===== src/csc_regs.svh =====
`ifndef CSC_REGS_SVH
`define CSC_REGS_SVH

// Register offsets (word index on the plain register port).
`define CSC_ADDR_STATUS 4'h0
`define CSC_ADDR_CORE_CTRL 4'h1
`define CSC_ADDR_WINDOW_PAGE 4'h2
`define CSC_ADDR_INT_CTRL_ONE 4'h3
`define CSC_ADDR_LOOP_COUNT 4'h4

// Status register fields.
`define CSC_SR_HALF_CARRY 8
`define CSC_SR_PRIO_HI 7
`define CSC_SR_PRIO_LO 5
`define CSC_SR_LOOP_RUN 4
`define CSC_SR_NEG 3
`define CSC_SR_WRAP 2
`define CSC_SR_ZERO 1
`define CSC_SR_CARRY 0
`define CSC_SR_WRITE_MASK 16'h01EF

// Core control fields.
`define CSC_CC_PRIO_MSB 3
`define CSC_CC_WINDOW_EN 2

// Interrupt control one field.
`define CSC_IC1_NEST_DIS 15

// Reset values.
`define CSC_SR_RESET 16'h0000
`define CSC_CC_RESET 16'h0000
`define CSC_PAGE_RESET 8'h00
`define CSC_PRIO_DISABLE 3'h7

// Divide timing: iterations inside the loop and total instruction cycles.
`define CSC_DIV_ITER 5'h11
`define CSC_DIV_CYCLES 19

// Address geometry.
`define CSC_WINDOW_BASE_BIT 15
`define CSC_PAGE_WORD_SHIFT 14

`endif


===== src/csc_pkg.sv =====
package csc_pkg;
  typedef enum logic [1:0] {
    CSC_OP_ADD = 2'b00,
    CSC_OP_SUB = 2'b01,
    CSC_OP_LOGIC = 2'b10,
    CSC_OP_SHIFT = 2'b11
  } csc_op_e;

  typedef enum logic [1:0] {
    CSC_LOOP_IDLE = 2'b00,
    CSC_LOOP_RUN = 2'b01,
    CSC_LOOP_DIV = 2'b10
  } csc_loop_e;

  typedef logic [15:0] csc_word_t;
  typedef logic [3:0] csc_addr_t;
endpackage


===== src/csc_core.sv =====
`timescale 1ns/100ps
`default_nettype none
`include "csc_regs.svh"

module csc_core
  import csc_pkg::*;
(
  // Clock and reset
  input wire logic clk_i,
  input wire logic srst_i,
  // Register port
  input wire csc_pkg::csc_addr_t reg_addr_i,
  input wire csc_pkg::csc_word_t reg_wdata_i,
  input wire logic reg_wr_i,
  input wire logic reg_rd_i,
  output csc_pkg::csc_word_t reg_rdata_o,
  // ALU operation and flag update
  input wire logic alu_valid_i,
  input wire csc_pkg::csc_op_e alu_op_i,
  input wire logic alu_byte_i,
  input wire csc_pkg::csc_word_t alu_a_i,
  input wire csc_pkg::csc_word_t alu_b_i,
  input wire logic [4:0] alu_shamt_i,
  input wire logic alu_shleft_i,
  output csc_pkg::csc_word_t alu_result_o,
  // Multiplier
  input wire logic mul_a_signed_i,
  input wire logic mul_b_signed_i,
  output logic [31:0] mul_product_o,
  // Hardware loop and divide
  input wire logic loop_start_i,
  input wire logic [13:0] loop_count_i,
  input wire logic div_start_i,
  input wire logic irq_take_i,
  output logic loop_running_o,
  output logic div_done_o,
  // Priority state
  output logic user_irq_disable_o,
  output logic [3:0] cpu_priority_o,
  // Data-space window
  input wire logic [15:0] data_addr_i,
  output logic window_hit_o,
  output logic [23:0] window_prog_addr_o
);
  import csc_pkg::*;

  // ----------------------------------------------------------------
  // Register state
  // ----------------------------------------------------------------
  logic half_carry_q;
  logic [2:0] prio_q;
  logic neg_q;
  logic wrap_q;
  logic zero_q;
  logic carry_q;
  logic prio_msb_q;
  logic window_en_q;
  logic [7:0] window_page_q;
  logic nest_dis_q;
  logic [13:0] loop_cnt_q;
  csc_loop_e loop_state_q;
  csc_loop_e loop_state_d;
  logic [4:0] div_iter_q;

  // ----------------------------------------------------------------
  // Flag arithmetic
  // ----------------------------------------------------------------
  function automatic logic [16:0] add_ext(input logic [15:0] a, input logic [15:0] b,
                                          input logic cin);
    add_ext = {1'b0, a} + {1'b0, b} + {16'h0000, cin};
  endfunction

  function automatic logic [4:0] nib_add(input logic [3:0] a, input logic [3:0] b,
                                         input logic cin);
    nib_add = {1'b0, a} + {1'b0, b} + {4'h0, cin};
  endfunction

  function automatic logic [8:0] byte_add(input logic [7:0] a, input logic [7:0] b,
                                          input logic cin);
    byte_add = {1'b0, a} + {1'b0, b} + {8'h00, cin};
  endfunction

  // Subtraction is a + ~b + 1, so carry out is the inverted borrow.
  wire is_sub = (alu_op_i == CSC_OP_SUB);
  wire is_arith = (alu_op_i == CSC_OP_ADD) || is_sub;
  wire [15:0] b_eff = is_sub ? ~alu_b_i : alu_b_i;
  wire [16:0] sum_w = add_ext(alu_a_i, b_eff, is_sub);
  wire [8:0] sum_b = byte_add(alu_a_i[7:0], b_eff[7:0], is_sub);
  wire [4:0] nib_sum = nib_add(alu_a_i[3:0], b_eff[3:0], is_sub);
  wire [8:0] low_sum = byte_add(alu_a_i[7:0], b_eff[7:0], is_sub);

  // Shifter: whole operand in one cycle, distance up to 31.
  wire [31:0] shl_w = {16'h0000, alu_a_i} << alu_shamt_i;
  wire [15:0] shr_w = alu_a_i >> alu_shamt_i;
  wire [15:0] shift_res = alu_shleft_i ? shl_w[15:0] : shr_w;

  wire [15:0] logic_res = alu_a_i & alu_b_i;
  // Results are one 16-bit working-register word wide.
  wire [15:0] result_w = is_arith ? sum_w[15:0] :
                         (alu_op_i == CSC_OP_SHIFT) ? shift_res : logic_res;

  wire msb_res = alu_byte_i ? result_w[7] : result_w[15];
  wire res_nonzero = alu_byte_i ? (result_w[7:0] != 8'h00) : (result_w != 16'h0000);
  wire carry_out = alu_byte_i ? sum_b[8] : sum_w[16];
  wire half_out = alu_byte_i ? nib_sum[4] : low_sum[8];
  wire a_msb = alu_byte_i ? alu_a_i[7] : alu_a_i[15];
  wire b_msb = alu_byte_i ? b_eff[7] : b_eff[15];
  wire wrap_out = is_arith && (a_msb == b_msb) && (msb_res != a_msb);

  // ----------------------------------------------------------------
  // Multiplier
  // ----------------------------------------------------------------
  // Each operand is extended to 17 bits so that mixed sign products fit one array.
  wire signed [16:0] mul_a = {mul_a_signed_i & alu_a_i[15], alu_a_i};
  wire signed [16:0] mul_b = {mul_b_signed_i & alu_b_i[15], alu_b_i};
  wire signed [33:0] mul_full = mul_a * mul_b;

  // ----------------------------------------------------------------
  // Register decode
  // ----------------------------------------------------------------
  wire wr_sr = reg_wr_i && (reg_addr_i == `CSC_ADDR_STATUS);
  wire wr_cc = reg_wr_i && (reg_addr_i == `CSC_ADDR_CORE_CTRL);
  wire wr_pg = reg_wr_i && (reg_addr_i == `CSC_ADDR_WINDOW_PAGE);
  wire wr_ic = reg_wr_i && (reg_addr_i == `CSC_ADDR_INT_CTRL_ONE);
  wire flag_upd = alu_valid_i && !wr_sr;
  wire [15:0] sr_view = {7'h00, half_carry_q, prio_q, loop_state_q != CSC_LOOP_IDLE,
                         neg_q, wrap_q, zero_q, carry_q};
  wire [15:0] cc_view = {12'h000, prio_msb_q, window_en_q, 2'b00};
  wire [15:0] rd_mux =
    (reg_addr_i == `CSC_ADDR_STATUS) ? sr_view :
    (reg_addr_i == `CSC_ADDR_CORE_CTRL) ? cc_view :
    (reg_addr_i == `CSC_ADDR_WINDOW_PAGE) ? {8'h00, window_page_q} :
    (reg_addr_i == `CSC_ADDR_INT_CTRL_ONE) ? {nest_dis_q, 15'h0000} :
    (reg_addr_i == `CSC_ADDR_LOOP_COUNT) ? {2'b00, loop_cnt_q} : 16'h0000;

  // ----------------------------------------------------------------
  // Status register
  // ----------------------------------------------------------------
  // A register write wins over an ALU update in the same cycle; software owns it then.
  always_ff @(posedge clk_i)
  begin
    if (srst_i)
    begin
      {half_carry_q, neg_q, wrap_q, zero_q, carry_q} <= 5'h00;
      prio_q <= 3'h0;
    end
    else if (wr_sr)
    begin
      half_carry_q <= reg_wdata_i[`CSC_SR_HALF_CARRY];
      neg_q <= reg_wdata_i[`CSC_SR_NEG];
      wrap_q <= reg_wdata_i[`CSC_SR_WRAP];
      zero_q <= reg_wdata_i[`CSC_SR_ZERO];
      carry_q <= reg_wdata_i[`CSC_SR_CARRY];
      if (!nest_dis_q)
      begin
        prio_q <= reg_wdata_i[`CSC_SR_PRIO_HI:`CSC_SR_PRIO_LO];
      end
    end
    else if (flag_upd)
    begin
      neg_q <= msb_res;
      if (res_nonzero)
      begin
        zero_q <= 1'b0;
      end
      if (is_arith)
      begin
        carry_q <= carry_out;
        half_carry_q <= half_out;
        wrap_q <= wrap_out;
      end
    end
  end

  // ----------------------------------------------------------------
  // Core control, page and nesting control
  // ----------------------------------------------------------------
  always_ff @(posedge clk_i)
  begin
    if (srst_i)
    begin
      prio_msb_q <= 1'b0;
      window_en_q <= 1'b0;
      window_page_q <= `CSC_PAGE_RESET;
      nest_dis_q <= 1'b0;
    end
    else
    begin
      if (wr_cc)
      begin
        window_en_q <= reg_wdata_i[`CSC_CC_WINDOW_EN];
        if (!reg_wdata_i[`CSC_CC_PRIO_MSB])
        begin
          prio_msb_q <= 1'b0;
        end
      end
      if (wr_pg)
      begin
        window_page_q <= reg_wdata_i[7:0];
      end
      if (wr_ic)
      begin
        nest_dis_q <= reg_wdata_i[`CSC_IC1_NEST_DIS];
      end
    end
  end

  assign cpu_priority_o = {prio_msb_q, prio_q};
  assign user_irq_disable_o = prio_msb_q || (prio_q == `CSC_PRIO_DISABLE);

  // ----------------------------------------------------------------
  // Hardware loop and divide sequencing
  // ----------------------------------------------------------------
  // The loop count lives in a register, so taking an interrupt only pauses
  // the iteration; nothing is discarded.
  always_comb
  begin
    loop_state_d = loop_state_q;
    case (loop_state_q)
      CSC_LOOP_IDLE:
      begin
        if (div_start_i)
        begin
          loop_state_d = CSC_LOOP_DIV;
        end
        else if (loop_start_i)
        begin
          loop_state_d = CSC_LOOP_RUN;
        end
      end
      CSC_LOOP_RUN:
      begin
        if (!irq_take_i && (loop_cnt_q == 14'h0000))
        begin
          loop_state_d = CSC_LOOP_IDLE;
        end
      end
      CSC_LOOP_DIV:
      begin
        if (!irq_take_i && (div_iter_q == 5'h00))
        begin
          loop_state_d = CSC_LOOP_IDLE;
        end
      end
      default:
      begin
        loop_state_d = CSC_LOOP_IDLE;
      end
    endcase
  end

  always_ff @(posedge clk_i)
  begin
    if (srst_i)
    begin
      loop_state_q <= CSC_LOOP_IDLE;
      loop_cnt_q <= 14'h0000;
      div_iter_q <= 5'h00;
    end
    else
    begin
      loop_state_q <= loop_state_d;
      if ((loop_state_q == CSC_LOOP_IDLE) && div_start_i)
      begin
        div_iter_q <= `CSC_DIV_ITER - 5'h01;
      end
      else if ((loop_state_q == CSC_LOOP_IDLE) && loop_start_i)
      begin
        loop_cnt_q <= loop_count_i;
      end
      else if ((loop_state_q == CSC_LOOP_RUN) && !irq_take_i && (loop_cnt_q != 14'h0000))
      begin
        loop_cnt_q <= loop_cnt_q - 14'h0001;
      end
      else if ((loop_state_q == CSC_LOOP_DIV) && !irq_take_i && (div_iter_q != 5'h00))
      begin
        div_iter_q <= div_iter_q - 5'h01;
      end
    end
  end

  assign loop_running_o = (loop_state_q != CSC_LOOP_IDLE);

  // ----------------------------------------------------------------
  // Registered outputs
  // ----------------------------------------------------------------
  logic div_done_q;
  logic [15:0] result_q;
  logic [31:0] product_q;
  logic win_hit_q;
  logic [23:0] win_addr_q;
  logic [15:0] rdata_q;

  // Window: when enabled, data addresses with bit 15 set go to program space at page * 32K words.
  wire win_hit_d = window_en_q && data_addr_i[`CSC_WINDOW_BASE_BIT];
  wire [23:0] win_addr_d = {1'b0, window_page_q, 15'h0000} |
                           {9'h000, data_addr_i[14:0]};

  always_ff @(posedge clk_i)
  begin
    if (srst_i)
    begin
      rdata_q <= 16'h0000;
      result_q <= 16'h0000;
      product_q <= 32'h0000_0000;
      div_done_q <= 1'b0;
      win_hit_q <= 1'b0;
      win_addr_q <= 24'h000000;
    end
    else
    begin
      rdata_q <= reg_rd_i ? rd_mux : 16'h0000;
      result_q <= result_w;
      product_q <= mul_full[31:0];
      div_done_q <= (loop_state_q == CSC_LOOP_DIV) && (loop_state_d == CSC_LOOP_IDLE);
      win_hit_q <= win_hit_d;
      win_addr_q <= win_hit_d ? win_addr_d : 24'h000000;
    end
  end

  assign reg_rdata_o = rdata_q;
  assign alu_result_o = result_q;
  assign mul_product_o = product_q;
  assign div_done_o = div_done_q;
  assign window_hit_o = win_hit_q;
  assign window_prog_addr_o = win_addr_q;
endmodule

`default_nettype wire


===== config.mk =====
export PLATFORM = sky130hd
export DESIGN_NAME = csc_core
export DESIGN_NICKNAME = d
export VERILOG_FILES = /design/src/csc_pkg.sv /design/src/csc_core.sv
export VERILOG_INCLUDE_DIRS = /design/src /design/src/src
export SDC_FILE = /design/constraint.sdc
export NUM_CORES = 1
export LEC_CHECK = 0
export BUFFER_PORTS_ARGS = -buffer_cell sky130_fd_sc_hd__buf_2
export CAP_MARGIN = 40
export CORE_UTILIZATION = 60
export DETAILED_ROUTE_END_ITERATION = 8
export GPL_ROUTABILITY_DRIVEN = 0
export GPL_TIMING_DRIVEN = 1
export PLACE_DENSITY = 0.81
export SLEW_MARGIN = 30
export SYNTH_ARGS = -nofsm -noshare
export SYNTH_HDL_FRONTEND = slang
export SYNTH_SLANG_ARGS = --single-unit

===== constraint.sdc =====
create_clock -name clk_i -period 18.7 [get_ports clk_i]
set_input_delay 4.675 -clock clk_i [delete_from_list [all_inputs] [get_ports clk_i]]
set_output_delay 4.675 -clock clk_i [all_outputs]
set_load 0.02 [all_outputs]

# After elaboration in Yosys (flattened, before gate mapping)

Index checks and enable logic that the tools add are counted.

Flip-flop bits (word level): 129
Output and inout bits: 96
Logic and storage cells: 146

$add $sub $neg: 8
$mul: 1
Eq/ne operators: 13
Shifts and indexed selects: 2
Multiplexer cells: 40
Bitwise logic cells: 12
Reductions and logical operators: 48

Operators by type and width:

| operator                                                              | count |
|---|---|
| 16-bit 2-to-1 mux                                                     | 5 |
| 14-bit 2-to-1 mux                                                     | 3 |
| 17-bit by 17-bit multiplier with 32-bit output                        | 1 |
| 9-bit 2-to-1 mux                                                      | 3 |
| 23-bit by 15-bit bitwise OR with 23-bit output                        | 1 |
| 1-bit 2-to-1 mux                                                      | 20 |
| 5-bit 2-to-1 mux                                                      | 4 |
| 16-bit by 16-bit adder with 17-bit output                             | 1 |
| 17-bit by 1-bit adder with 17-bit output                              | 1 |
| 1-bit logical AND                                                     | 17 |
| 16-bit bitwise AND                                                    | 1 |
| 16-bit NOT                                                            | 1 |
| 16-bit nonzero test                                                   | 1 |
| 16-bit by 5-bit << shifter with 16-bit output                         | 1 |
| 16-bit by 5-bit >> shifter with 16-bit output                         | 1 |
| 14-bit logical NOT                                                    | 1 |
| 14-bit nonzero test                                                   | 1 |
| 14-bit by 1-bit subtractor with 14-bit output (second input constant) | 1 |
| 2-bit nonzero test                                                    | 6 |
| 8-bit by 8-bit adder with 9-bit output                                | 1 |
| 9-bit by 1-bit adder with 9-bit output                                | 1 |
| 4-bit by 2-bit == test with 1-bit output (second input constant)      | 2 |
| 2-bit 2-to-1 mux                                                      | 4 |
| 2-bit AND reduction                                                   | 4 |
| 26 further kinds                                                      | 42 |

# Depth between registers and ports, before layout

Gate-level depths: netlist of run 1.

Depth in word-level cells: 11
Depth in mapped cells: 25

# Least setup slack after synthesis of run 1

OpenSTA, ideal clock, no wires.

Path kind: in2reg
Start point: in alu_a_i[7]
End point: reg product_q[30], in the netlist mul_product_o[30]
Library setup time: 0.134 ns
Arrival: 10.918 ns
Required time: 18.566 ns
Slack: 7.648 ns
Stages: 25
Buffers on the path: 3
Cell sequence: clkbuf_1 clkbuf_1 clkbuf_1 nand2_1 fa_1 inv_1 fa_1 inv_1 fa_1 inv_1 fa_1 fa_1 inv_1 fa_1 inv_1 ha_1 a21o_1 a31o_2 nor2_1 a21oi_1 o41ai_1 a2bb2oi_1 a21oi_1 nor4bb_1 or4_1

Word-level cells in the longest chain between the ends: 1

Ends and longest elaborated chain:

| element                                        | line            | source |
|---|---|---|
| start: declaration                             | csc_core.sv:21  | `input wire csc_pkg::csc_word_t alu_a_i,` |
| 17-bit by 17-bit multiplier with 32-bit output | csc_core.sv:116 | `wire signed [33:0] mul_full = mul_a * mul_b;` |
| end signal: assignment                         | csc_core.sv:314 | `product_q <= mul_full[31:0];` |
| end: declaration                               | csc_core.sv:289 | `logic [31:0] product_q;` |

Every way passes these cells.
A chain may end at the register's enable or synchronous reset.

# Worst setup path after layout of run 1

Start point: in alu_a_i[15]
End point: reg product_q[30], in the netlist mul_product_o[30]

Word-level cells in the longest chain between the ends: 2

Ends and longest elaborated chain:

| element                                          | line            | source |
|---|---|---|
| 1-bit bitwise AND                                | csc_core.sv:114 | `wire signed [16:0] mul_a = {mul_a_signed_i & alu_a_i[15], alu_a_i};` |
| 17-bit by 17-bit multiplier with 32-bit output * | csc_core.sv:116 |  |

Every way passes the cells marked *; elsewhere a longest branch is shown, timed or not.

==> impl_metrics.env, run 1 <==
export IMPL_status="complete, no violations"
export IMPL_utilization_pct=66.8
export IMPL_hold_violations=0
export IMPL_post_cts_resized_instances=0
export IMPL_worstRegToRegCells=12
export IMPL_port_buffers=187
export IMPL_setup_tns_final_ps=0
export IMPL_fp_coreArea_um2=28800
export IMPL_drc_violations=0
export IMPL_detailedPlacementHpwl_mm=33.6
export IMPL_switchingPower_uw=1830
export IMPL_synth_edf_count=0
export IMPL_worstSetupStartpointType="primary input"
export IMPL_grt_setup_unrepaired="no"
export IMPL_internal_power_uw=1730
export IMPL_routed_via_density=5.82
export IMPL_clock_tree_htree_level_count=4
export IMPL_tritoncts="yes"
export IMPL_clock_skew_ps=11.2
export IMPL_synth_main_ff_cell="sky130_fd_sc_hd__dfxtp_1"
export IMPL_synth_yosys_seq_area_share_pct=14.5
export IMPL_area_growth_syn_to_layout_pct=9.49
export IMPL_worst_setup_hold_path_clk_slew_ps=70
export IMPL_slew_limit_headroom_pct=48.5
export IMPL_globalRoute_totalOverflow=0
export IMPL_vias=14605
export IMPL_netlist_instances=2006
export IMPL_clock_power_share_pct=9.3
export IMPL_fp_row_count=62
export IMPL_setup_viol=0
export IMPL_die_width_um=173
export IMPL_clk_path_buf_depth=2
export IMPL_antenna_violating_nets_left=0
export IMPL_die_height_um=173
export IMPL_critical_path_max_fanout=34
export IMPL_synthesis_yosys_warnings=0
export IMPL_cts_repair_timing_setup_buffer_count=0
export IMPL_pin_count=197
export IMPL_synth_area_leaders="sky130_fd_sc_hd__fa_1, sky130_fd_sc_hd__dfxtp_1, sky130_fd_sc_hd__ha_1"
export IMPL_syn_cell_area_um2=17600
export IMPL_worstMarginPinSlew_ps=770
export IMPL_grt_pass1_wl_mm=74.9
export IMPL_initial_core_utilization_pct=61.0
export IMPL_share_of_final_layout_standard_cells_stronger_than_drive_strength_1_pct=13.4
export IMPL_hold_crit_path_type="register to register"
export IMPL_timing_max_cap_violations=0
export IMPL_power_frac_comb_pct=81.1
export IMPL_detail_route_wirelength_mm=44.7
export IMPL_insertion_delay_ps=440
export IMPL_min_period_ps=11340
export IMPL_ys_types=76
export IMPL_net_switching_share_of_the_total_power_pct=51.5
export IMPL_cts_sinks=127
export IMPL_worstPathRequired_ps=19010
export IMPL_seq_power_share_pct=9.6
export IMPL_area_leader_netlist="sky130_fd_sc_hd__fa_1"
export IMPL_post_drt_wl_per_cell_um=17.8
export IMPL_post_synth_most_frequent_cells="sky130_fd_sc_hd__inv_1, sky130_fd_sc_hd__fa_1, sky130_fd_sc_hd__nand2_1"
export IMPL_number_of_pins_with_negative_max_slew_slack_in_the_final_report=0
export IMPL_crit_arrival_ps=11650
export IMPL_die_area_um2=29900
export IMPL_p_per_area_nw_per_um2=185
export IMPL_period_utilization_pct=60.6
export IMPL_dr_pass1_iters=9
export IMPL_initialDrtViolationCount=1439
export IMPL_clock_fmax_ghz=0.0882
export IMPL_yosys_cell_count_top_type="sky130_fd_sc_hd__inv_1"
export IMPL_synth_largest_type_area_fraction_pct=32.3
export IMPL_grtUsageTotal_pct=31.2
export IMPL_cts_hold_repair_buffers=0
export IMPL_yosys_reg_bits=127
export IMPL_cts_root_buffer="sky130_fd_sc_hd__clkbuf_16"
export IMPL_numCtsBuffers=17
export IMPL_nets=2592
export IMPL_ir_drop_mv=0.196
export IMPL_grt_start_max_net_pins=42
export IMPL_ff2ff_setup_slack_ps=15960
export IMPL_async_flop_share_pct=0
export IMPL_via_count_of_the_first_global_routing_pass=14993
export IMPL_antenna_violations_before_repair=5
export IMPL_synth_area_per_cell_um2=8.75
export IMPL_total_leakage_power_uw=0.00933
export IMPL_hold_slack_ps=478
export IMPL_whs_path_depth=2
export IMPL_critPathCaptureType="register"
export IMPL_type_of_the_setup_path_with_the_least_slack="primary input to register"
[layout make-up]
class                           instances  area, um2
Timing Repair Buffer                  198       1070
Clock buffer                           17        425
Fill cell                            2277       9560
Multi-Input combinational cell       1431      13300
Clock inverter                         15        135
Antenna cell                            3       7.51
Tap cell                              384        480
Inverter                              333       1250
Sequential cell                       127       2540
[registers in the layout (all words and copies together) (netlist names), 2 cells and up]
register	cells
reg_rdata_o	15
div_iter_q	5
window_prog_addr_o	23
mul_product_o	32
loop_state_q	2
prio_q	3
loop_cnt_q	14
alu_result_o	16
window_page_q	8
[layer usage]
layer / vias up / track usage, % / part of all wire [%] / routed length [um]
met5: - / 0 / 0.085 / 38
met4: 6 / 11.4 / 3.0 / 1360
met3: 136 / 5.47 / 8.7 / 3880
met2: 732 / 52.8 / 50 / 22300
met1: 7156 / 40.3 / 38 / 17200
li1: 6575 / - / - / -
[power groups by stage]
stage	Sequential, uW	Clock, uW	Combinational, uW
CTS	340	336	2900
finish	340	333	2890
floorplan	382	0	2170
detailed placement	346	0	2870
global route	343	348	3300
global placement	346	0	2760
[metrics by stage]
| step | instances | power [uW] | setup WS [ps] | instance area (um2) |
|---|---|---|---|---|
| 2_1_floorplan | 2008 | 2550 | 7650 | 17600 |
| 3_3_place_gp | 2468 | 3100 | 7010 | 18600 |
| 3_5_place_dp | 2471 | 3220 | 6940 | 18600 |
| 4_1_cts | 2503 | 3580 | 7380 | 19200 |
| 5_1_grt | 2507 | 3990 | 7040 | 19200 |
| 6_report | 2508 | 3560 | 7360 | 19200 |
[logic make-up after synthesis]
family,count (synthesis),share of synthesized area [%]
AOI/OAI and AO/OA,276,10.4
xor gates and xnor gates,55,2.74
adders and majority gates,383,39.4
buffers and inverters,450,9.76
DFF,127,14.5
muxes,45,4.46
other,1,0.0214
and+or+nand+nor,669,18.8
[worst paths after layout]
kind,startpoint,to
worst max-delay path,alu_a_i[15],mul_product_o[30]$_SDFF_PP0_
worst min-delay path,div_iter_q[4]$_SDFFE_PP0P_,div_iter_q[4]$_SDFFE_PP0P_
worst max register to register,loop_cnt_q[0]$_SDFFE_PP0P_,loop_cnt_q[3]$_SDFFE_PP0P_
worst min register to register,div_iter_q[4]$_SDFFE_PP0P_,div_iter_q[4]$_SDFFE_PP0P_
[critical path, cell delays in order]
cell	delay, ps
sky130_fd_sc_hd__buf_2	80
sky130_fd_sc_hd__buf_4	340
sky130_fd_sc_hd__and2_1	410
sky130_fd_sc_hd__nand2_1	170
sky130_fd_sc_hd__fa_1	550
sky130_fd_sc_hd__inv_1	60
sky130_fd_sc_hd__fa_1	520
sky130_fd_sc_hd__inv_1	50
sky130_fd_sc_hd__fa_1	490
sky130_fd_sc_hd__inv_1	50
sky130_fd_sc_hd__fa_1	530
sky130_fd_sc_hd__fa_1	500
sky130_fd_sc_hd__inv_1	50
sky130_fd_sc_hd__fa_1	500
sky130_fd_sc_hd__inv_1	50
sky130_fd_sc_hd__ha_1	340
sky130_fd_sc_hd__a21oi_1	130
sky130_fd_sc_hd__o21ai_0	140
sky130_fd_sc_hd__nor2_1	150
sky130_fd_sc_hd__a21oi_1	170
sky130_fd_sc_hd__o41ai_1	510
sky130_fd_sc_hd__a2bb2oi_1	320
sky130_fd_sc_hd__a21oi_1	150
sky130_fd_sc_hd__nor4bb_1	160
sky130_fd_sc_hd__or4_1	520
[cell usage in the layout, fill, tap and decap left out, drive strengths merged, types with 25 or more instances in the layout]
cell type and instances:
nor2 131, nor3 27, nand2b 25, ha 100, fa 283, mux4 26, inv 344, o21ai 58
xnor2 42, buf 198, nand2 227, dfxtp 127, and2 155, a21oi 74
(Power assumes the default switching activity.)
==> run 2: changes to the inputs <==
--- a/config.mk
+++ b/config.mk
@@ -6,6 +6,7 @@
 export SDC_FILE = /design/constraint.sdc
 export NUM_CORES = 1
 export LEC_CHECK = 0
+export ABC_AREA = 1
 export BUFFER_PORTS_ARGS = -buffer_cell sky130_fd_sc_hd__buf_2
 export CAP_MARGIN = 40
 export CORE_UTILIZATION = 60
==> constraint.sdc (replaced) <==
create_clock -name clk_i -period 11.7 [get_ports clk_i]
set_input_delay 2.925 -clock clk_i [delete_from_list [all_inputs] [get_ports clk_i]]
set_output_delay 2.925 -clock clk_i [all_outputs]
set_load 0.02 [all_outputs]
==> run 2 against run 1 <==
Compared with the run above: register-to-register slack worse by 6800 ps; synthesized cell count up 22%; critical path type unchanged; clock skew down 2.3 ps; combinational power up 57%; non-clock buffer count down 8; die area up 2.8%; worst setup slack worse by 5200 ps; critical path depth unchanged; clock-buffer cell count up 1; global-route usage up 2.6 points; area after synthesis up 2.8%; highest routed layer unchanged; wire length up 10%.
==> impl_metrics.env, run 2 <==
export IMPL_cts_root_buffer="sky130_fd_sc_hd__clkbuf_16"
export IMPL_die_height_um=175
export IMPL_worstRegToRegCells=8
export IMPL_drc_violations=0
export IMPL_post_place_cells=2911
export IMPL_largest_register_ffs=32
export IMPL_clock_fmax_ghz=0.105
export IMPL_initialDrtViolationCount=1511
export IMPL_crit_reg2reg_capture="loop_cnt_q[13]$_SDFFE_PP0P_"
export IMPL_vias=16252
export IMPL_die_width_um=175
export IMPL_syn_cell_area_um2=18000
export IMPL_slew_limit_headroom_pct=52.4
export IMPL_synth_edf_count=0
export IMPL_tritoncts="yes"
export IMPL_area_leader_netlist="sky130_fd_sc_hd__fa_1"
export IMPL_post_cts_resized_instances=0
export IMPL_worst_setup_hold_path_clk_slew_ps=60
export IMPL_detail_route_wirelength_mm=49.3
export IMPL_period_utilization_pct=81.3
export IMPL_hold_end="reg_rdata_o[13]$_SDFF_PP0_"
export IMPL_initial_core_utilization_pct=60.9
export IMPL_port_buffers=187
export IMPL_fp_row_count=63
export IMPL_ff2ff_setup_slack_ps=9120
export IMPL_crit_arrival_ps=9830
export IMPL_clock_skew_ps=8.88
export IMPL_nets=3025
export IMPL_share_of_final_layout_standard_cells_stronger_than_drive_strength_1_pct=11.2
export IMPL_netlist_instances=2441
export IMPL_finalNonFillerCells=2944
export IMPL_synth_main_ff_cell="sky130_fd_sc_hd__dfxtp_1"
export IMPL_most_common_cell_after_layout_fill_and_taps_aside="sky130_fd_sc_hd__inv_1"
export IMPL_die_area_um2=30800
export IMPL_numCtsBuffers=17
export IMPL_yosys_cell_count_top_type="sky130_fd_sc_hd__inv_1"
export IMPL_dr_pass1_iters=7
export IMPL_antenna_violating_nets_left=0
export IMPL_worstPathRequired_ps=12020
export IMPL_synthesis_yosys_warnings=0
export IMPL_antennaDiodeCount=0
export IMPL_area_sequential_um2=2540
export IMPL_number_of_pins_with_negative_max_slew_slack_in_the_final_report=0
export IMPL_cts_repair_timing_setup_buffer_count=0
export IMPL_antenna_violations_before_repair=1
export IMPL_layout_cells_most_common_list="sky130_fd_sc_hd__inv_1, sky130_fd_sc_hd__nand2_1, sky130_fd_sc_hd__fa_1, sky130_fd_sc_hd__buf_2, sky130_fd_sc_hd__nor2_1"
export IMPL_hold_crit_path_type="register to register"
export IMPL_worstSetupStartpointType="primary input"
export IMPL_whs_path_depth=2
export IMPL_worst_setup_path_startpoint="alu_a_i[15]"
export IMPL_cts_hold_repair_buffers=0
export IMPL_fp_coreArea_um2=29600
export IMPL_ir_drop_mv=0.324
export IMPL_post_drt_wl_per_cell_um=16.8
export IMPL_post_synth_most_frequent_cells="sky130_fd_sc_hd__inv_1, sky130_fd_sc_hd__nand2_1, sky130_fd_sc_hd__fa_1"
export IMPL_timing_max_cap_violations=0
export IMPL_pin_count=197
export IMPL_hold_violations=0
export IMPL_setup_viol=0
export IMPL_ys_types=52
export IMPL_grt_start_max_net_pins=44
export IMPL_via_count_of_the_first_global_routing_pass=16732
export IMPL_multi_input_area_um2=12700
export IMPL_fillers=2406
export IMPL_grt_pass1_wl_mm=82.0
export IMPL_area_growth_syn_to_layout_pct=8.58
export IMPL_cts_sinks=127
export IMPL_type_of_the_setup_path_with_the_least_slack="primary input to register"
export IMPL_synth_yosys_seq_area_share_pct=14.1
export IMPL_status="complete, no violations"
export IMPL_synth_largest_type_area_fraction_pct=31.4
export IMPL_clock_tree_htree_level_count=4
export IMPL_synth_area_leaders="sky130_fd_sc_hd__fa_1, sky130_fd_sc_hd__dfxtp_1, sky130_fd_sc_hd__inv_1"
export IMPL_detailedPlacementHpwl_mm=38.3
export IMPL_synth_area_per_cell_um2=7.39
export IMPL_async_flop_share_pct=0
export IMPL_critPathCaptureType="register"
export IMPL_critical_path_max_fanout=23
export IMPL_worstHoldStart="loop_cnt_q[13]$_SDFFE_PP0P_"
export IMPL_yosys_reg_bits=127
export IMPL_grtUsageTotal_pct=33.8
export IMPL_globalRoute_totalOverflow=0
export IMPL_total_leakage_power_uw=0.0111
export IMPL_grt_setup_unrepaired="no"
export IMPL_p_per_area_nw_per_um2=288
export IMPL_setup_tns_final_ps=0
export IMPL_worstMarginPinSlew_ps=715
export IMPL_clk_path_buf_depth=2
export IMPL_insertion_delay_ps=430
export IMPL_min_period_ps=9510
export IMPL_routed_via_density=5.52
export IMPL_crit_reg2reg_launch="loop_state_q[0]$_SDFF_PP0_"
[run 2: cell count changes in the layout (fill, tap and decap cells not counted), sizes merged, moves of 20 or more]
| cell | delta |
|---|---|
| nor2 | +20 |
| xnor2 | -31 |
| a21oi | +47 |
| nand2 | +331 |
| nand2b | -25 |
| nand3 | +137 |
| inv | +257 |
| nor2b | -24 |
| a211oi | -22 |
| mux4 | -26 |
| and2 | -154 |
| o21ai | +37 |
[run 2: cell type report]
cell class | count | share of cell area (%)
multi-input combinational | 1608 | 65.0
tap | 390 | 2.49
inverter | 597 | 11.5
timing repair buffer | 190 | 4.97
clock buffer | 18 | 2.19
sequential | 127 | 13.0
clock inverter | 14 | 0.887
[run 2: stage by stage]
stage          setup slack (ps)  total power [uW]  util [%]  cell area [um2]  hold WS, ps
2_1_floorplan              3230              3870         -            18100          427
3_3_place_gp               1850              4910      64.0            19000          451
3_5_place_dp               1820              5010      64.0            19000          449
4_1_cts                    2220              5630      66.1            19600          464
5_1_grt                    1760              6320      66.1            19600          495
6_report                   2190              5650      66.1            19600          465
[run 2: kinds of logic (layout without fill, tap and decap cells)]
group	Yosys count	in the layout	share of synthesized area (%)
buf+inv	708	819	15.4
simple gates	905	905	21.6
other cells	1	3	0.0208
fa+ha+maj	383	383	38.3
compound gates	278	278	8.73
flops	127	127	14.1
xor+xnor	39	39	1.89
[run 2: per-layer routing]
layer | track usage, % | share of wire [%] | vias to the layer above
li1 | - | - | 7502
met1 | 42.2 | 38 | 7684
met2 | 56.6 | 47 | 899
met3 | 7.53 | 10 | 165
met4 | 14.1 | 4.1 | 2
met5 | 0 | 0.024 | -
[run 2: worst max-delay path, cell delays in order]
cell and delay [ps]:
sky130_fd_sc_hd__buf_2 480, sky130_fd_sc_hd__nand2_1 530, sky130_fd_sc_hd__nor2_1 320, sky130_fd_sc_hd__inv_1 130, sky130_fd_sc_hd__fa_1 540, sky130_fd_sc_hd__fa_1 760
sky130_fd_sc_hd__inv_1 150, sky130_fd_sc_hd__fa_1 480, sky130_fd_sc_hd__fa_1 580, sky130_fd_sc_hd__fa_1 450, sky130_fd_sc_hd__fa_1 460, sky130_fd_sc_hd__ha_1 380
sky130_fd_sc_hd__nand2_1 100, sky130_fd_sc_hd__nor2_1 140, sky130_fd_sc_hd__inv_1 60, sky130_fd_sc_hd__nor2_1 180, sky130_fd_sc_hd__nand3_1 90, sky130_fd_sc_hd__o221ai_1 400
sky130_fd_sc_hd__nand2_1 100, sky130_fd_sc_hd__nand2_1 110, sky130_fd_sc_hd__a21oi_1 70, sky130_fd_sc_hd__nor2_1 120, sky130_fd_sc_hd__nor2_1 50, sky130_fd_sc_hd__o21ai_0 150
sky130_fd_sc_hd__nor2_1 60
[run 2: worst max-delay path by stage]
stage | to | slack (ps) | cells past startpoint
2_1_floorplan | mul_product_o[30]$_SDFF_PP0_ | 3230 | 25
3_3_place_gp | mul_product_o[30]$_SDFF_PP0_ | 1850 | 25
5_1_grt | mul_product_o[30]$_SDFF_PP0_ | 1760 | 25
6_report | mul_product_o[30]$_SDFF_PP0_ | 2190 | 25
3_5_place_dp | mul_product_o[30]$_SDFF_PP0_ | 1820 | 25
4_1_cts | mul_product_o[30]$_SDFF_PP0_ | 2220 | 25
[run 2: where the power goes]
part | total, uW | leakage [uW] | switching [uW] | internal (uW)
clock network | 542 | 0.000293 | 219 | 322
logic | 4550 | 0.00976 | 2870 | 1680
registers | 553 | 0.00104 | 27.6 | 525
total | 5650 | 0.0111 | 3120 | 2520
